$ cat src/gac_params.svh
`ifndef GAC_PARAMS_SVH
`define GAC_PARAMS_SVH
`define OP_DRAW_LINE     8'h21
`define OP_DRAW_RECT     8'h22
`define OP_COPY          8'h23
`define OP_DIM_WIN       8'h24
`define OP_CLEAR_WIN     8'h25
`define OP_FILL_CFG      8'h26
`define OP_PRECHARGE     8'hbb
`define OP_COM_DESELECT  8'hbe
`define OP_OTP_WRITE     8'hc0
`define OP_DISP_RESET    8'he2
`define OP_NOP           8'he3
`define OP_LOCK          8'hfd
`define NPAR_LINE        4'h7
`define NPAR_RECT        4'ha
`define NPAR_COPY        4'h6
`define NPAR_WIN         4'h4
`define NPAR_ONE         4'h1
`define RST_PRECHARGE    8'h3e
`define RST_COM_DESEL    8'h3c
`define RST_LOCK_PARAM   8'h12
`define LOCK_BIT         2
`define FILL_BIT         0
`define REVCOPY_BIT      4
`define DIM_KEEP_MAX     6'h0f
`define DIM_BASE         6'h04
`endif

$ cat src/gac_pkg.sv
`default_nettype none
package gac_pkg;
	typedef enum logic [5:0] {
		ST_IDLE = 6'b000001,
		ST_PARM = 6'b000010,
		ST_LINE = 6'b000100,
		ST_RECT = 6'b001000,
		ST_COPY = 6'b010000,
		ST_WIN  = 6'b100000
	} eng_state_t;
	typedef logic [5:0] color_t;
	typedef logic [7:0] coord_t;
endpackage : gac_pkg
`default_nettype wire

$ cat src/graphic_accel_command_engine.sv
`timescale 1ns/1ps
`default_nettype none
`include "gac_params.svh"
module graphic_accel_command_engine #(
	parameter int COLS = 160,
	parameter int ROWS = 132
) (
	input  wire logic           clk_sys,
	input  wire logic           resetn,
	input  wire logic           byte_valid,
	input  wire logic           dc_data,
	input  wire logic [7:0]     byte_in,
	output logic                mem_access_ok,
	output logic                busy,
	output logic [7:0]          mem_col,
	output logic [7:0]          mem_row,
	output logic                mem_we,
	output logic [17:0]         mem_wdata,
	output logic                mem_re,
	input  wire logic [17:0]    mem_rdata,
	output logic [4:0]          precharge_level,
	output logic [3:0]          com_deselect_level,
	output logic                otp_write,
	output logic [3:0]          color_b_trim,
	output logic [3:0]          color_a_trim,
	output logic                disp_reset,
	output logic                port_locked,
	output logic                fill_enable,
	output logic                reverse_copy
);
	import gac_pkg::*;

	// Coordinates are eight bits wide, so larger panels cannot be addressed
	if (COLS < 1 || COLS > 256 || ROWS < 1 || ROWS > 256) begin : g_bad_size
		$error("Display size out of 8-bit coordinate range");
	end

	typedef struct packed {
		eng_state_t  st;
		logic [7:0]  op;
		logic [3:0]  pcnt;
		logic [3:0]  pneed;
		coord_t [9:0] par;
		logic [7:0]  prech;
		logic [7:0]  comd;
		logic [7:0]  lockp;
		logic [7:0]  fillp;
		logic        otp;
		logic [7:0]  trim;
		logic        drst;
		coord_t      x;
		coord_t      y;
		logic        we;
		logic [17:0] wd;
		logic        rph;
		logic [7:0]  ci;
		logic [7:0]  ri;
		logic signed [9:0] err;
		logic [17:0] held;
	} state_t;

	state_t s_reg;
	state_t s_next;

	// Parameter count per opcode; zero means single-byte command, except OTP write, whose count is forced to one at decode
	function automatic logic [3:0] par_count(input logic [7:0] op);
		unique case (op)
			`OP_DRAW_LINE:                          par_count = `NPAR_LINE;
			`OP_DRAW_RECT:                          par_count = `NPAR_RECT;
			`OP_COPY:                               par_count = `NPAR_COPY;
			`OP_DIM_WIN, `OP_CLEAR_WIN:             par_count = `NPAR_WIN;
			`OP_FILL_CFG, `OP_PRECHARGE,
			`OP_COM_DESELECT, `OP_LOCK:             par_count = `NPAR_ONE;
			default:                                par_count = 4'h0;
		endcase
	endfunction : par_count

	// Dim one six-bit component: 0..15 kept, higher groups of four fold down
	function automatic color_t dim_step(input color_t gray_step);
		if (gray_step <= `DIM_KEEP_MAX)
			dim_step = gray_step;
		else
			dim_step = {2'b00, gray_step[5:2]} + `DIM_BASE - 6'h04;
	endfunction : dim_step

	function automatic logic [17:0] dim_pixel(input logic [17:0] p);
		dim_pixel = {dim_step(p[17:12]), dim_step(p[11:6]), dim_step(p[5:0])};
	endfunction : dim_pixel

	// Absolute difference of two coordinates
	function automatic logic [7:0] adiff(input coord_t a, input coord_t b);
		adiff = (a > b) ? a - b : b - a;
	endfunction : adiff

	logic locked;
	logic accept;
	logic [3:0] np;
	logic on_edge;
	logic [7:0] dx;
	logic [7:0] dy;
	logic signed [9:0] e2;

	assign locked = s_reg.lockp[`LOCK_BIT];
	assign np = par_count(byte_in);
	assign dx = adiff(s_reg.par[2], s_reg.par[0]);
	assign dy = adiff(s_reg.par[3], s_reg.par[1]);
	assign e2 = s_reg.err <<< 1;
	assign on_edge = (s_reg.x == s_reg.par[0]) || (s_reg.x == s_reg.par[2]) ||
		(s_reg.y == s_reg.par[1]) || (s_reg.y == s_reg.par[3]);

	// Command decode, parameter collection and drawing engine
	always_comb begin
		s_next = s_reg;
		s_next.otp = 1'b0;
		s_next.drst = 1'b0;
		s_next.we = 1'b0;
		accept = byte_valid && (!locked || (!dc_data && byte_in == `OP_LOCK) ||
			(dc_data && s_reg.st == ST_PARM && s_reg.op == `OP_LOCK));
		if (accept && !dc_data) begin
			// A new accepted opcode restarts the collector
			s_next.op = byte_in;
			s_next.pcnt = 4'h0;
			s_next.pneed = np;
			s_next.st = (np != 4'h0) ? ST_PARM : ST_IDLE;
			if (byte_in == `OP_DISP_RESET) begin
				s_next.drst = 1'b1;
				s_next.st = ST_IDLE;
			end
			if (byte_in == `OP_OTP_WRITE)
				s_next.st = ST_PARM;
			if (byte_in == `OP_OTP_WRITE)
				s_next.pneed = `NPAR_ONE;
		end else begin
			unique case (s_reg.st)
				ST_IDLE: begin
				end
				ST_PARM: begin
					if (accept && dc_data) begin
						s_next.par[s_reg.pcnt] = byte_in;
						s_next.pcnt = s_reg.pcnt + 4'h1;
						if (s_reg.pcnt + 4'h1 == s_reg.pneed) begin
							s_next.st = ST_IDLE;
							s_next.x = s_reg.par[0];
							s_next.y = s_reg.par[1];
							s_next.rph = 1'b1;
							unique case (s_reg.op)
								`OP_PRECHARGE:    s_next.prech = byte_in;
								`OP_COM_DESELECT: s_next.comd = byte_in;
								`OP_LOCK:         s_next.lockp = byte_in;
								`OP_FILL_CFG:     s_next.fillp = byte_in;
								`OP_OTP_WRITE: begin
									s_next.trim = byte_in;
									s_next.otp = 1'b1;
								end
								`OP_DRAW_LINE: begin
									s_next.st = ST_LINE;
									s_next.err = $signed({2'b00, dx}) - $signed({2'b00, dy});
								end
								`OP_DRAW_RECT: s_next.st = ST_RECT;
								`OP_COPY: begin
									s_next.st = ST_COPY;
									s_next.ci = 8'h00;
									s_next.ri = 8'h00;
								end
								default: s_next.st = ST_WIN;
							endcase
						end
					end
				end
				ST_LINE: begin
					// Bresenham walk, one pixel per clock
					s_next.we = 1'b1;
					s_next.wd = {s_reg.par[4][5:0], s_reg.par[5][5:0], s_reg.par[6][5:0]};
					if (s_reg.x == s_reg.par[2] && s_reg.y == s_reg.par[3])
						s_next.st = ST_IDLE;
					if (e2 > -$signed({2'b00, dy})) begin
						s_next.err = s_reg.err - $signed({2'b00, dy});
						s_next.x = (s_reg.par[2] > s_reg.x) ? s_reg.x + 8'h01 : s_reg.x - 8'h01;
					end
					if (e2 < $signed({2'b00, dx})) begin
						s_next.err = s_next.err + $signed({2'b00, dx});
						s_next.y = (s_reg.par[3] > s_reg.y) ? s_reg.y + 8'h01 : s_reg.y - 8'h01;
					end
				end
				ST_RECT, ST_WIN: begin
					// Raster walk; dim uses a read phase then a write phase
					if (s_reg.st == ST_WIN && s_reg.op == `OP_DIM_WIN && s_reg.rph) begin
						// A pending write owns the address bus, so the read waits a clock
						s_next.rph = s_reg.we;
					end else begin
						s_next.rph = 1'b1;
						s_next.we = 1'b1;
						if (s_reg.st == ST_RECT)
							s_next.we = on_edge || s_reg.fillp[`FILL_BIT];
						if (s_reg.st == ST_RECT)
							s_next.wd = on_edge ?
								{s_reg.par[4][5:0], s_reg.par[5][5:0], s_reg.par[6][5:0]} :
								{s_reg.par[7][5:0], s_reg.par[8][5:0], s_reg.par[9][5:0]};
						else if (s_reg.op == `OP_DIM_WIN)
							s_next.wd = dim_pixel(mem_rdata);
						else
							s_next.wd = 18'h00000;
						if (s_reg.x == s_reg.par[2]) begin
							s_next.x = s_reg.par[0];
							s_next.y = s_reg.y + 8'h01;
							if (s_reg.y == s_reg.par[3])
								s_next.st = ST_IDLE;
						end else begin
							s_next.x = s_reg.x + 8'h01;
						end
					end
				end
				ST_COPY: begin
					// Read source pixel, then write it at the offset target
					if (s_reg.rph) begin
						s_next.rph = s_reg.we; // Read waits while a write holds the bus
					end else begin
						s_next.rph = 1'b1;
						s_next.we = 1'b1;
						s_next.wd = mem_rdata;
						if (s_reg.ci == adiff(s_reg.par[2], s_reg.par[0])) begin
							s_next.ci = 8'h00;
							s_next.ri = s_reg.ri + 8'h01;
							if (s_reg.ri == adiff(s_reg.par[3], s_reg.par[1]))
								s_next.st = ST_IDLE;
						end else begin
							s_next.ci = s_reg.ci + 8'h01;
						end
					end
				end
				default: s_next.st = ST_IDLE;
			endcase
		end
	end

	// Registered state; reset gives the documented parameter values
	always_ff @(posedge clk_sys) begin
		if (!resetn) begin
			s_reg <= '0;
			s_reg.st <= ST_IDLE;
			s_reg.prech <= `RST_PRECHARGE;
			s_reg.comd <= `RST_COM_DESEL;
			s_reg.lockp <= `RST_LOCK_PARAM;
			s_reg.rph <= 1'b1;
		end else begin
			s_reg <= s_next;
		end
	end

	// Reverse copy walks from the far corner so overlapping moves stay intact
	logic [7:0] cp_col;
	logic [7:0] cp_row;
	always_comb begin
		cp_col = s_reg.fillp[`REVCOPY_BIT] ? adiff(s_reg.par[2], s_reg.par[0]) - s_reg.ci :
			s_reg.ci;
		cp_row = s_reg.fillp[`REVCOPY_BIT] ? adiff(s_reg.par[3], s_reg.par[1]) - s_reg.ri :
			s_reg.ri;
	end

	// Memory port: write address lags one cycle behind the walk
	logic [7:0] wcol_reg;
	logic [7:0] wrow_reg;
	always_ff @(posedge clk_sys) begin
		if (!resetn) begin
			wcol_reg <= 8'h00;
			wrow_reg <= 8'h00;
		end else begin
			wcol_reg <= (s_reg.st == ST_COPY) ? s_reg.par[4] + cp_col : s_reg.x;
			wrow_reg <= (s_reg.st == ST_COPY) ? s_reg.par[5] + cp_row : s_reg.y;
		end
	end

	assign mem_re = (s_reg.st == ST_COPY || (s_reg.st == ST_WIN && s_reg.op == `OP_DIM_WIN))
		&& s_reg.rph && !s_reg.we;
	assign mem_col = s_reg.we ? wcol_reg :
		(s_reg.st == ST_COPY ? s_reg.par[0] + cp_col : s_reg.x);
	assign mem_row = s_reg.we ? wrow_reg :
		(s_reg.st == ST_COPY ? s_reg.par[1] + cp_row : s_reg.y);
	assign mem_we = s_reg.we;
	assign mem_wdata = s_reg.wd;
	assign busy = s_reg.st inside {ST_LINE, ST_RECT, ST_COPY, ST_WIN};
	assign mem_access_ok = !locked;
	assign precharge_level = s_reg.prech[5:1];
	assign com_deselect_level = s_reg.comd[5:2];
	assign otp_write = s_reg.otp;
	assign color_b_trim = s_reg.trim[7:4];
	assign color_a_trim = s_reg.trim[3:0];
	assign disp_reset = s_reg.drst;
	assign port_locked = locked;
	assign fill_enable = s_reg.fillp[`FILL_BIT];
	assign reverse_copy = s_reg.fillp[`REVCOPY_BIT];
endmodule : graphic_accel_command_engine
`default_nettype wire

$ cat config.mk
export PLATFORM = sky130hd
export DESIGN_NAME = graphic_accel_command_engine
export DESIGN_NICKNAME = d
export VERILOG_FILES = /design/src/gac_pkg.sv /design/src/graphic_accel_command_engine.sv
export VERILOG_INCLUDE_DIRS = /design/src
export SDC_FILE = /design/constraint.sdc
export NUM_CORES = 1
export LEC_CHECK = 0
export ABC_AREA = 0
export BUFFER_PORTS_ARGS = -buffer_cell sky130_fd_sc_hd__buf_2
export CAP_MARGIN = 5
export CELL_PAD_IN_SITES_DETAIL_PLACEMENT = 1
export CELL_PAD_IN_SITES_GLOBAL_PLACEMENT = 1
export CORE_MARGIN = 2
export CORE_UTILIZATION = 40
export DETAILED_ROUTE_END_ITERATION = 8
export GPL_TIMING_DRIVEN = 0
export HOLD_SLACK_MARGIN = 0.1
export PLACE_DENSITY_LB_ADDON = 0.1
export SKIP_LAST_GASP = 1
export SLEW_MARGIN = 25
export SYNTH_ARGS = -nofsm -noshare
export SYNTH_HDL_FRONTEND = slang
export SYNTH_SLANG_ARGS = --single-unit
$ cat constraint.sdc
create_clock -name clk_sys -period 12.2 [get_ports clk_sys]
set_clock_uncertainty 0.05 [all_clocks]
set_input_delay 1.22 -clock clk_sys [delete_from_list [all_inputs] [get_ports clk_sys]]
set_output_delay 1.22 -clock clk_sys [all_outputs]
set_load 0.01 [all_outputs]
==> results.py <==
metrics = {
    "placed_design": {
        "dp.cells": 2568,
        "place_hpwl_um": 47000,
        "port_buffers": 84,
        "routabilityCongestion": 0.944,
    },
    "timing": {
        "relSlewSlack_pct": 33.6,
        "fmax_mhz": 126,
        "hold_viol_final": 0,
        "worst_pin_slew_ps": 997,
        "rsz0062_at_grt": "no",
        "fin_crit_sh_pct": 65.0,
        "drv_slew": 0,
        "finalCriticalPeriod_ps": 7930,
        "fin_setup_tns_ps": 0,
        "setup_viol": 0,
    },
    "synthesis": {
        "ys.flop_type": "dfxtp_1",
        "synthCells": 1973,
        "yosysWarnings": 0,
        "syn-num-nets": 2151,
        "synth-seq-cells": 193,
        "yosysTopAreaCellShare_pct": 25.2,
        "synth_area_per_cell_um2": 7.77,
        "async_flop_share_pct": 0,
        "yosysTopAreaCell": "dfxtp_1",
        "yosysSeqAreaShare_pct": 25.2,
        "synth_area_mm2": 0.0153,
        "ys_types": 87,
        "synthTopCellsByArea": "dfxtp_1, ha_1, a21oi_1",
        "synth_edf_count": 0,
    },
    "clocking": {
        "clk_transition_reported_paths_ps": 80,
        "postCtsSetupBuffers": 0,
        "ctsResizeCount": 0,
        "cts_root_buf": "clkbuf_16",
        "cts_tree": "yes",
        "ctsHoldBuffers": 0,
        "clock_latency_ps": 480,
        "cts_buffer_depth": 2,
        "cts_num_sinks": 193,
        "numCtsBuffers": 17,
        "htreeDepth": 4,
    },
    "global_route": {
        "antenna_found_initial": 0,
        "grtUsageTotal_pct": 30.2,
        "globalRoute.totalOverflow": 0,
        "grt_max_degree": 18,
        "grt_pass1_vias": 15244,
        "grt_pass1_wl_um": 90800,
    },
    "layout": {
        "multi_input_area_mm2": 0.0103,
        "diodes": 0,
        "final-seq-area_mm2": 0.00386,
        "fin_nets": 2254,
        "areaGrowthSynthToFinish_pct": 10.9,
        "fill_cells": 4728,
        "final_cells": 2598,
        "drive_gt1_share_pct": 10.4,
        "largest_reg_flops": 127,
    },
    "floorplan": {
        "io_pins": 90,
        "die_w_um": 200,
        "num_rows": 71,
        "start_util_pct": 40.7,
        "die_h_um": 200,
        "core_area_mm2": 0.0377,
        "die_area_mm2": 0.0399,
    },
    "detailed_routing": {
        "wl_per_cell_um": 23.0,
        "final_antenna_net_count": 0,
        "drc": 0,
        "vias": 15246,
        "viasPerCell": 5.87,
        "drt_wl_total_um": 59700,
        "drt-initial-drc-count": 1052,
        "drt_pass1_iterations": 5,
    },
    "setup_path": {
        "cp.arrival_ps": 6660,
        "start_kind": "flip-flop",
        "worstPathRequired_ps": 10930,
        "critPathMaxFanout": 6,
        "r2r_cells": 26,
        "path_class": "reg -> out",
        "endpoint_kind": "output port",
    },
    "worst_hold_path": {
        "hold_depth": 2,
        "hold_path_class": "reg -> reg",
    },
    "flow_run": {
        "maxCapViolCount": 0,
    },
    "run_status": {
        "status": "completed",
    },
    "pwr": {
        "power.density_mw_per_mm2": 77.6,
        "max-vdd-ir-drop_mv": 0.102,
        "leakage_nw": 6.95,
    },
}
[cell families after synthesis]
logic type	Yosys count	share of synthesized area (%)
xor gates and xnor gates	123	7.26
and+or+nand+nor	625	19.2
adders and majority gates	149	12.7
muxes	78	5.27
buffers and inverters	260	7.40
DFF	193	25.2
AOI/OAI and AO/OA	545	23.0
[area by class of cell]
class,count,share of cell area [%]
plain buffers,145,4.14
clock buffers,19,2.66
clock inverters,11,0.861
inverters,115,2.54
multi-input cells,1520,60.8
flip-flops and latches,193,22.7
well taps,511,3.76
repair buffers,84,2.47
[cells in the mapped netlist, drive strengths merged, types with 6 or more instances]
cell type	n
nor2b	15
o211ai	14
nand3	105
fa	11
a31oi	12
xnor2	87
a21boi	11
inv	114
mux2i	62
a222oi	21
o21bai	14
o21ai	106
nor4	13
nand4	26
o22ai	16
and3	17
mux2	16
and2	7
buf	56
o41ai	6
or2	8
o31ai	7
clkbuf	89
nor3	42
ha	137
a21oi	204
a21o	43
a211oi	34
dfxtp	193
xor2	34
nand2b	10
or3	14
nand2	216
nor2	133
o21a	15
[power by group]
group	total [mW]	switching, mW	internal [mW]
combinational	0.0797	0.0592	0.0204
sequential	0.635	0.00326	0.632
clock	0.605	0.288	0.317
[worst max-delay path, cell delays in order, from the launching register on]
cell and delay, ps:
dfxtp_1 570, inv_1 90, ha_1 530, nand4_1 260
or2_4 330, o21a_1 190, and2_1 190, a221o_1 270
a221oi_1 360, xnor2_1 420, ha_1 400, a21boi_0 160
or3_1 320, o21ai_0 290, ha_1 360, inv_1 110
o21bai_1 100, a21oi_1 250, o21ai_0 160, xnor2_1 290
nor3_1 80, o21ai_0 100, nand3_1 170, buf_2 180
[placed cells by master (no fill, tap or decap), drive strengths merged, types with 34 or more instances in the layout]
cell,count
nor2,133
nor3,42
a21o,43
dfxtp,193
nand3,105
nand2,216
xor2,34
inv,119
o21ai,106
clkbuf,108
buf,140
mux2i,62
a211oi,34
a21oi,204
xnor2,87
ha,137
[metrics by stage]
step | setup slack [ps] | utilization [%] | power (mW) | hold slack (ps) | instance area [µm²]
floorplan | 6090 | - | 0.692 | 382 | 15300
detailed placement | 4630 | 43.5 | 0.727 | 410 | 16400
finish | 4270 | 45.1 | 1.32 | 415 | 17000
global placement | 4810 | 43.5 | 0.726 | 397 | 16400
CTS | 4320 | 45.1 | 1.33 | 421 | 17000
global route | 3960 | 45.1 | 1.36 | 445 | 17000
[worst paths after layout]
kind	start	to	slack, ps
hold / removal	s_reg[33]	s_reg[33]	420
setup reg to reg	s_reg[131]	e2[8]	4600
setup / recovery	s_reg[122]	mem_col[7]	4270
hold reg to reg	s_reg[33]	s_reg[33]	420
[per-layer routing]
metal / up-vias / GRT usage (%) / share of wire [%]
met5: - / 0 / 0
met4: 0 / 10.2 / 2.8
met3: 84 / 3.65 / 4.2
met2: 385 / 51.6 / 48
li1: 7205 / - / -
met1: 7572 / 39.5 / 45
Note: power is estimated with default switching activity, not from simulation.
